--- src/cms_defines.vh ---
// Constants for the system clock generator
`ifndef CMS_DEFINES_VH
`define CMS_DEFINES_VH

// Clock mode select encodings
`define CMS_MODE_MID     2'h0
`define CMS_MODE_HIGH    2'h1
`define CMS_MODE_LOW     2'h2

// Half-period lengths in source rising edges, minus one
`define CMS_HALF_MID     3'h3
`define CMS_HALF_FAST    3'h0

// Oscillation control states
`define CMS_ST_RUN       2'h0
`define CMS_ST_WAIT      2'h1
`define CMS_ST_STOP      2'h2
`define CMS_ST_RECOVER   2'h3

// Counter presets applied at stop
`define CMS_PRE12_INIT   8'hff
`define CMS_T1_INIT      8'h01

// Count source divider used during stop recovery
`define CMS_SRC_DIV_LAST 4'hf

`endif

--- src/cms_system_clock_generator.v ---
// System clock generator: oscillator control, speed divider, stop and wait
`timescale 1ns/1ps
`include "cms_defines.vh"

module cms_system_clock_generator (
	input  wire       CLK,
	input  wire       RESET,
	input  wire       MAIN_OSC_IN,
	input  wire       SUB_OSC_IN_I,
	output reg        SUB_OSC_IN_O,
	output reg        SUB_OSC_IN_OE,
	input  wire       SUB_OSC_OUT_I,
	output reg        SUB_OSC_OUT_O,
	output reg        SUB_OSC_OUT_OE,
	input  wire [1:0] SUB_PORT_DATA,
	input  wire [1:0] SUB_PORT_DIR,
	output reg  [1:0] SUB_PORT_PIN,
	input  wire [1:0] CLK_MODE_SEL,
	input  wire       MAIN_CLK_STOP,
	input  wire       SUB_OSC_ENABLE,
	input  wire       STAB_SET_BIT,
	input  wire       CNT_SRC_SEL,
	input  wire [7:0] PRE12_NOW,
	input  wire [7:0] T1_NOW,
	input  wire       STOP_INSTRUCTION,
	input  wire       WAIT_INSTRUCTION,
	input  wire       EXT_INT,
	input  wire       ANY_INT,
	output reg        PHI,
	output reg        MAIN_OSC_OUT,
	output reg        MAIN_OSC_RUN,
	output reg        SUB_OSC_RUN,
	output reg  [1:0] CLK_MODE_NOW,
	output reg        STOPPED,
	output reg        WAITING,
	output reg        T1_UNDERFLOW,
	output reg  [7:0] PRE12_COUNT,
	output reg  [7:0] T1_COUNT
);

	// Bit 0 main input, bit 1 sub input pin, bit 2 sub output pin
	wire [2:0] pin_w;
	reg  [2:0] s1_q;
	reg  [2:0] s2_q;
	reg  [2:0] s3_q;
	reg  [2:0] lvl_q;
	wire [2:0] agree_w;
	wire [2:0] rise_w;

	reg  [1:0] state_q;
	reg  [1:0] mode_q;
	reg  [2:0] hc_q;
	reg        stop_pend_q;
	reg        wait_pend_q;
	reg        src_q;
	reg  [3:0] dv_q;
	reg  [7:0] pre_rl_q;
	reg  [7:0] t1_rl_q;

	wire       main_tick_w;
	wire       sub_tick_w;
	wire       src_tick_w;
	wire [2:0] half_w;
	wire       freeze_w;
	wire       step_w;
	wire       toggle_w;
	wire [1:0] mode_d;
	wire       rec_tick_w;
	wire       cnt_tick_w;
	wire       main_run_d;
	wire       sub_run_d;

	assign pin_w   = {SUB_OSC_OUT_I, SUB_OSC_IN_I, MAIN_OSC_IN};
	assign agree_w = ~(s2_q ^ s3_q);
	assign rise_w  = agree_w & s3_q & ~lvl_q;

	// Three-stage synchronisers; the first stage feeds only the second
	always @(posedge CLK) begin
		if (RESET) begin
			s1_q  <= 3'h0;
			s2_q  <= 3'h0;
			s3_q  <= 3'h0;
			lvl_q <= 3'h0;
		end else begin
			s1_q  <= pin_w;
			s2_q  <= s1_q;
			s3_q  <= s2_q;
			lvl_q <= (lvl_q & ~agree_w) | (s3_q & agree_w);
		end
	end

	// Edges from a halted oscillator are ignored
	assign main_tick_w = rise_w[0] & MAIN_OSC_RUN;
	assign sub_tick_w  = rise_w[1] & SUB_OSC_RUN;

	assign src_tick_w = (mode_q == `CMS_MODE_LOW) ? sub_tick_w : main_tick_w;
	assign half_w = (mode_q == `CMS_MODE_MID) ? `CMS_HALF_MID : `CMS_HALF_FAST;

	// Unknown select code falls back to middle speed
	assign mode_d = (CLK_MODE_SEL == `CMS_MODE_HIGH) ? `CMS_MODE_HIGH :
			(CLK_MODE_SEL == `CMS_MODE_LOW) ? `CMS_MODE_LOW : `CMS_MODE_MID;

	// Frozen clock may still finish a low half, so it always parks high
	assign freeze_w = (state_q != `CMS_ST_RUN) | stop_pend_q | wait_pend_q;
	assign step_w   = src_tick_w & (~freeze_w | ~PHI);
	assign toggle_w = step_w & (hc_q == half_w);

	// divider toggles phi on source edges
	always @(posedge CLK) begin
		if (RESET) begin
			hc_q <= 3'h0;
			PHI  <= 1'b1;
		end else if (step_w) begin
			if (toggle_w) begin
				hc_q <= 3'h0;
				PHI  <= ~PHI;
			end else begin
				hc_q <= hc_q + 3'h1;
			end
		end
	end

	// mode taken only at rising phi
	always @(posedge CLK) begin
		if (RESET) begin
			mode_q       <= `CMS_MODE_MID;
			CLK_MODE_NOW <= `CMS_MODE_MID;
		end else begin
			if (toggle_w & ~PHI) begin
				mode_q <= mode_d;
			end
			CLK_MODE_NOW <= mode_q;
		end
	end

	// main stop honoured in low speed
	assign main_run_d = (state_q != `CMS_ST_STOP) &
			~((mode_q == `CMS_MODE_LOW) & MAIN_CLK_STOP);
	assign sub_run_d = SUB_OSC_ENABLE & (state_q != `CMS_ST_STOP);

	// Oscillator run enables, main on and sub off from reset
	always @(posedge CLK) begin
		if (RESET) begin
			MAIN_OSC_RUN <= 1'b1;
			SUB_OSC_RUN  <= 1'b0;
		end else begin
			MAIN_OSC_RUN <= main_run_d;
			SUB_OSC_RUN  <= sub_run_d;
		end
	end

	// sub pins act as port pins while the sub oscillator is halted
	always @(posedge CLK) begin
		if (RESET) begin
			SUB_OSC_IN_O   <= 1'b0;
			SUB_OSC_IN_OE  <= 1'b0;
			SUB_OSC_OUT_O  <= 1'b0;
			SUB_OSC_OUT_OE <= 1'b0;
			SUB_PORT_PIN   <= 2'h0;
			MAIN_OSC_OUT   <= 1'b1;
		end else begin
			SUB_OSC_IN_O   <= SUB_PORT_DATA[0];
			SUB_OSC_IN_OE  <= ~SUB_OSC_RUN & SUB_PORT_DIR[0];
			SUB_OSC_OUT_O  <= SUB_OSC_RUN ? ~lvl_q[1] : SUB_PORT_DATA[1];
			SUB_OSC_OUT_OE <= SUB_OSC_RUN | SUB_PORT_DIR[1];
			SUB_PORT_PIN   <= lvl_q[2:1];
			// Inverting amplifier output, parked high when halted
			MAIN_OSC_OUT   <= MAIN_OSC_RUN ? ~lvl_q[0] : 1'b1;
		end
	end

	assign rec_tick_w = src_q ? sub_tick_w : main_tick_w;
	assign cnt_tick_w = rec_tick_w & (dv_q == `CMS_SRC_DIV_LAST) &
			(state_q == `CMS_ST_RECOVER);

	// Oscillation control state machine and stop recovery counters
	always @(posedge CLK) begin
		if (RESET) begin
			state_q      <= `CMS_ST_RUN;
			stop_pend_q  <= 1'b0;
			wait_pend_q  <= 1'b0;
			src_q        <= 1'b0;
			dv_q         <= 4'h0;
			pre_rl_q     <= `CMS_PRE12_INIT;
			t1_rl_q      <= `CMS_T1_INIT;
			PRE12_COUNT  <= `CMS_PRE12_INIT;
			T1_COUNT     <= `CMS_T1_INIT;
			T1_UNDERFLOW <= 1'b0;
			STOPPED      <= 1'b0;
			WAITING      <= 1'b0;
		end else begin
			T1_UNDERFLOW <= 1'b0;
			STOPPED      <= (state_q == `CMS_ST_STOP) | (state_q == `CMS_ST_RECOVER);
			WAITING      <= (state_q == `CMS_ST_WAIT);
			case (state_q)
			`CMS_ST_RUN: begin
				// Requests wait until phi stands high
				if (STOP_INSTRUCTION) begin
					stop_pend_q <= 1'b1;
				end
				if (WAIT_INSTRUCTION) begin
					wait_pend_q <= 1'b1;
				end
				if (stop_pend_q & PHI) begin
					state_q     <= `CMS_ST_STOP;
					stop_pend_q <= 1'b0;
					wait_pend_q <= 1'b0;
					src_q       <= CNT_SRC_SEL;
					dv_q        <= 4'h0;
					if (~STAB_SET_BIT) begin
						pre_rl_q    <= `CMS_PRE12_INIT;
						t1_rl_q     <= `CMS_T1_INIT;
						PRE12_COUNT <= `CMS_PRE12_INIT;
						T1_COUNT    <= `CMS_T1_INIT;
					end else begin
						pre_rl_q    <= PRE12_NOW;
						t1_rl_q     <= T1_NOW;
						PRE12_COUNT <= PRE12_NOW;
						T1_COUNT    <= T1_NOW;
					end
				end else if (wait_pend_q & PHI) begin
					state_q     <= `CMS_ST_WAIT;
					wait_pend_q <= 1'b0;
				end
			end
			`CMS_ST_WAIT: begin
				if (ANY_INT) begin
					state_q <= `CMS_ST_RUN;
				end
			end
			`CMS_ST_STOP: begin
				if (EXT_INT) begin
					state_q <= `CMS_ST_RECOVER;
				end
			end
			`CMS_ST_RECOVER: begin
				if (rec_tick_w) begin
					dv_q <= dv_q + 4'h1;
				end
				if (cnt_tick_w) begin
					if (PRE12_COUNT == 8'h00) begin
						PRE12_COUNT <= pre_rl_q;
						if (T1_COUNT == 8'h00) begin
							T1_COUNT     <= t1_rl_q;
							T1_UNDERFLOW <= 1'b1;
							state_q      <= `CMS_ST_RUN;
						end else begin
							T1_COUNT <= T1_COUNT - 8'h01;
						end
					end else begin
						PRE12_COUNT <= PRE12_COUNT - 8'h01;
					end
				end
			end
			default: begin
				state_q <= `CMS_ST_RUN;
			end
			endcase
		end
	end

endmodule

--- config.mk ---
export PLATFORM = sky130hd
export DESIGN_NAME = cms_system_clock_generator
export DESIGN_NICKNAME = d
export VERILOG_FILES = /design/src/cms_system_clock_generator.v
export VERILOG_INCLUDE_DIRS = /design/src
export SDC_FILE = /design/constraint.sdc
export NUM_CORES = 1
export LEC_CHECK = 0
export BUFFER_PORTS_ARGS = -buffer_cell sky130_fd_sc_hd__buf_2
export CAP_MARGIN = 20
export CORE_MARGIN = 10
export CORE_UTILIZATION = 30
export CTS_CLUSTER_SIZE = 10
export DETAILED_ROUTE_END_ITERATION = 10
export HOLD_SLACK_MARGIN = 0.05
export PLACE_DENSITY_LB_ADDON = 0.2
export SYNTH_ARGS = -nofsm -noshare
export SYNTH_HDL_FRONTEND = slang
export SYNTH_SLANG_ARGS = --single-unit
--- constraint.sdc ---
create_clock -name CLK -period 5.95 [get_ports CLK]
set_clock_uncertainty 0.05 [all_clocks]
set_input_delay 0.595 -clock CLK [delete_from_list [all_inputs] [get_ports CLK]]
set_output_delay 0.595 -clock CLK [all_outputs]
set_load 0.1 [all_outputs]
---- Yosys cells after proc, flatten, opt, wreduce, memory -nomap -nowiden ----
Index checks and enable logic that the tools add are counted.
word-level totals
  flip-flop bits (word level) ............. 73
  output and inout port bits .............. 31
cells by class
  reductions and logical operators ........ 18
  $add $sub $neg .......................... 4
  bitwise operators ....................... 36
  eq/ne operators ......................... 17
  muxes and demuxes ....................... 35
operator list
  kind                 number
  $mux 8               9
  $pmux 8 s2           2
  $mux 2               10
  $logic_not 8->1      2
  $sub 8x1->8 const B  2
  $and 1x1->1          13
  $ne 2x2->1 const B   6
  $not 1->1            10
  $mux 1               9
  $eq 2x2->1 const B   4
  $mux 4               2
  $pmux 2 s4           1
  $pmux 4 s2           1
  $reduce_and 2->1     4
  $and 3x3->3          2
  $not 3->3            2
  $reduce_and 3->1     2
  $reduce_and 6->1     1
  $reduce_bool 2->1    3
  $or 1x1->1           5
  $add 4x1->4 const B  1
  $eq 2x1->1 const B   2
  $eq 4x4->1 const B   1
  $logic_not 2->1      2
  13 further kinds     14

---- Logic depth before layout (Yosys ltp) ----
  depth after elaboration ................. 10
  gate-level depth with buffers ........... 10
  mapped depth without buffers ............ 7

---- Least setup slack after synthesis ----
OpenSTA, ideal clock, no wires.
  path kind ............................... reg2reg
  from .................................... register PRE12_COUNT[0]
  to ...................................... register PRE12_COUNT[3]
  stages on the path, launching flop included .. 8
  setup slack ............................. 3.313 ns
  arrival time ............................ 2.481 ns
  setup time .............................. 0.106 ns
  buffers on the path ..................... 1
  cells stage by stage .................... dfxtp_1 inv_1 ha_1 nor4b_2 and2_1 buf_2 o311a_1 o311ai_0
on the way
  longest elaborated chain between the ends .. 4
  elaborated cells between the ends (all ways) .. 5
ends and longest elaborated chain
  item                                            line                                                                source
  start, declared                                 cms_system_clock_generator.v:37                                     output reg [7:0] PRE12_COUNT,
  start signal, assigned                          cms_system_clock_generator.v:186                                    PRE12_COUNT <= `CMS_PRE12_INIT;
  start signal, assigned                          cms_system_clock_generator.v:213                                    PRE12_COUNT <= `CMS_PRE12_INIT;
  start signal, assigned                          cms_system_clock_generator.v:242                                    PRE12_COUNT <= pre_rl_q;
  $sub 8x1->8 or $logic_not 8->1 (tied branches)  cms_system_clock_generator.v:251, cms_system_clock_generator.v:241
  $mux 8 (*)                                      cms_system_clock_generator.v:241                                    if (PRE12_COUNT == 8'h00) begin
  $mux 8 (*)                                      cms_system_clock_generator.v:240                                    if (cnt_tick_w) begin
  $pmux 8 s2 (*)                                  cms_system_clock_generator.v:195                                    case (state_q)
Every way passes the cells marked *; elsewhere a longest branch is shown, timed or not. The select of a mux whose other input is x is not followed.
A chain may end at the register's enable or synchronous reset.

---- Worst setup path after layout ----
  from .................................... register state_q[0]
  to ...................................... register T1_COUNT[0]
on the way
  longest elaborated chain between the ends .. 4
  elaborated cells between the ends (all ways) .. 9
ends and longest elaborated chain
  item                        line                              source
  start, declared             cms_system_clock_generator.v:50   reg [1:0] state_q;
  start signal, assigned      cms_system_clock_generator.v:179  state_q <= `CMS_ST_RUN;
  start signal, assigned      cms_system_clock_generator.v:205  state_q <= `CMS_ST_STOP;
  start signal, assigned      cms_system_clock_generator.v:222  state_q <= `CMS_ST_WAIT;
  $eq 2x2->1                  cms_system_clock_generator.v:195
  $and 1x1->1                 cms_system_clock_generator.v:173  assign cnt_tick_w = rec_tick_w & (dv_q == `CMS_SRC_DIV_LAST) &
  $ne 2x2->1 (no line)        --
  $reduce_and 4->1 (no line)  --
  end signal, assigned        cms_system_clock_generator.v:187  T1_COUNT <= `CMS_T1_INIT;
  end signal, assigned        cms_system_clock_generator.v:214  T1_COUNT <= `CMS_T1_INIT;
  end signal, assigned        cms_system_clock_generator.v:244  T1_COUNT <= t1_rl_q;
  end, declared               cms_system_clock_generator.v:38   output reg [7:0] T1_COUNT
Parallel ways exist; a longest one is shown, timed or not.

==> run metrics <==
Post-Syn Area per Cell=8.683 µm²; CTS Buffer Depth=2; Least-Margin Pin Slew=0.9969 ns; most frequent cells in the layout=73 x dfxtp_1, 65 x buf_2, 32 x nor2_1; crit start category=flop; Post-synth EDFFs=0; Worst path top cell family by delay=compound AO/OA/AOI/OAI gates; Slew Viols, Final=0; largest area contributor in the netlist=dfxtp_1; post_cts resized=0; antenna-violating nets left=0; CP endpoint kind=flop; top-area cell type share of the netlist area=42.29%; number of global-route vias before repair=2984; worst reg2reg setup slack=3.20 ns; Die Ht=127.3 µm; capturing point of the worst reg2reg path=T1_COUNT[0]; post-route setup TNS=0 ns; Netlist cell types=56; Logic pwr share=41.4%; PwrDens=505.6 mW/mm²; Cells after Synth=398; via count=2983; io pins=66; CTS Buf Count=9; worst hold stages=1; antenna diode count=0; routability cong.=0.7650; register area share after synthesis=42.29%; Crit Path Max Fanout=19; post-synth net total=446; fmax=363.3 MHz; Hold Vio Cnt, Final=0; critical path class=flop to flop; GRT overflow=0; Slowest cell on crit path=and3_1; status=complete, no violations; number of port buffers=65; Internal=0.001135 W; wire length per cell=15.28 µm; Post-layout nets=499; DRC=0; drt first pass iters=4; CTS tree=done; crit-path cells=inv_1 -> ha_1 -> and3_1 -> a21oi_1 -> a211oi_4 -> nor2_1 -> a211o_1; P_leak=1.696 nW; H-Tree Depth=3; core area=0.01137 mm²; hold_buf cts=0; R2R depth=7; CP required=6.12 ns; Iteration-0 DRC Markers=136; Post-CTS Setup Repair Bufs=0; Main synth FF type=dfxtp_1; initial antenna violation count=0; clock network fraction of total power=26.1%; Bufs and invs on worst path=1; commonest non-fill, non-tap cell in the layout=dfxtp_1; layout cells sized above 1=19.96%; reg2reg start=state_q[0]; Die Width=127.3 µm; Net Switching=0.0009649 W; WP data arrival=2.92 ns; latest clock arrival within the worst-skew pair=0.33 ns; Layout area overhead=20.17%; dpl hpwl=6405 µm; Total Power=0.002100 W; CTS root buf=clkbuf_16; Sw Ratio=45.96%; final period utilization=46.27%; largest net degree at the start of global routing=55; first-pass GRT wire length=14750 µm; Rows=39; total clock sinks=73; final setup fails=0; register bit total from synthesis=73; Flop pwr share=32.5%; Rel. slew slack=33.54%; Worst Hold End=MAIN_OSC_OUT; WL final=9152 µm; die area=0.01621 mm²; Crit path largest cell delay=0.63 ns; top post-synthesis cells by area=dfxtp_1 42%, ha_1 4.7%, nand3_1 3.8%; All-Layer GR Usage=11.03%; Max-Cap Viols=0; RSZ-0062 raised after global routing=false; HP Class=flop to flop; fin crit period=2.753 ns; asr flop ratio synth=0%; Initial Util=30.40%; via-per-instance ratio=4.980; Clock transition at path regs=0.06 ns; peak supply drop=0.3721 mV; number of synthesis warnings=0; Post-Syn Area=0.003456 mm²
-- per-stage QoR --
stage,cell area (µm²),setup slack [ns],utilization [%],cells,hold slack (ns)
final,4153,3.197,36.52,599,0.3772
after global routing,4153,2.935,36.52,599,0.4082
after CTS,4153,3.147,36.52,599,0.3768
after detailed placement,3847,3.182,33.84,583,0.3531
after global placement,3847,3.272,33.84,583,0.3671
after floorplan,3456,3.313,-,398,0.3339
-- how the worst max path moves through the flow --
stage,from,to,slack (ns),cells past startpoint
3_5_place_dp,state_q[0],T1_COUNT[0],3.18,7
2_1_floorplan,PRE12_COUNT[0],PRE12_COUNT[3],3.31,7
3_3_place_gp,state_q[0],T1_COUNT[0],3.27,7
6_report,state_q[0],T1_COUNT[0],3.20,7
4_1_cts,state_q[0],T1_COUNT[0],3.15,7
5_1_grt,state_q[0],T1_COUNT[0],2.93,7
-- synth_stat cells, types with 7 or more instances --
| cell type | instances |
|---|---|
| ha_1 | 13 |
| a211oi_1 | 9 |
| dfxtp_1 | 73 |
| nor2b_1 | 16 |
| inv_1 | 17 |
| clkbuf_1 | 13 |
| a21oi_1 | 25 |
| o21ai_0 | 23 |
| mux2i_1 | 7 |
| nor2_1 | 32 |
| nand3_1 | 26 |
| nor3_1 | 12 |
| nand2_1 | 31 |
-- sequential cells by signal (all words and copies together) (netlist names), 2 cells and up, named ones only --
signal and count:
dv_q 4, state_q 2, s2_q 3, s3_q 3, mode_q 2, T1_COUNT 8
s1_q 3, pre_rl_q 8, hc_q 3, PRE12_COUNT 8, SUB_PORT_PIN 2, t1_rl_q 8
CLK_MODE_NOW 2
-- power groups by stage --
stage          sequential [W]  combinational [W]  clock, W
2_1_floorplan         0.00103           0.000376         0
3_3_place_gp         0.000689           0.000872         0
3_5_place_dp         0.000692           0.000874         0
4_1_cts              0.000682           0.000877  0.000568
5_1_grt              0.000698           0.000942  0.000586
6_report             0.000682           0.000869  0.000549
-- layer usage --
layer	part of all wire, %	wire, µm	global-route usage, %
met2	47	4328	18.04
met5	0	0	0
met4	0.74	68	4.019
met1	48	4383	13.67
met3	4.1	371	2.812
-- cell families (layout without fill, tap and decap cells) --
family | Yosys count | in the layout | share of synthesized area (%)
simple gates | 154 | 154 | 23.06
compound gates | 100 | 100 | 19.77
flops | 73 | 73 | 42.29
buf+inv | 41 | 99 | 5.322
fa+ha+maj | 13 | 13 | 4.707
mux | 11 | 11 | 3.331
xor+xnor | 6 | 6 | 1.521
-- final cells by class --
| cell class | count | area [µm²] |
|---|---|---|
| repair buffers | 66 | 332.8 |
| clock inverters | 5 | 62.56 |
| inverters | 17 | 63.81 |
| clock buffers | 11 | 242.7 |
| multi-input cells | 284 | 1810 |
| flip-flops and latches | 73 | 1461 |
| well taps | 143 | 178.9 |
| fillers | 1203 | 7217 |
No activity file was read; power rests on OpenSTA's default activity.
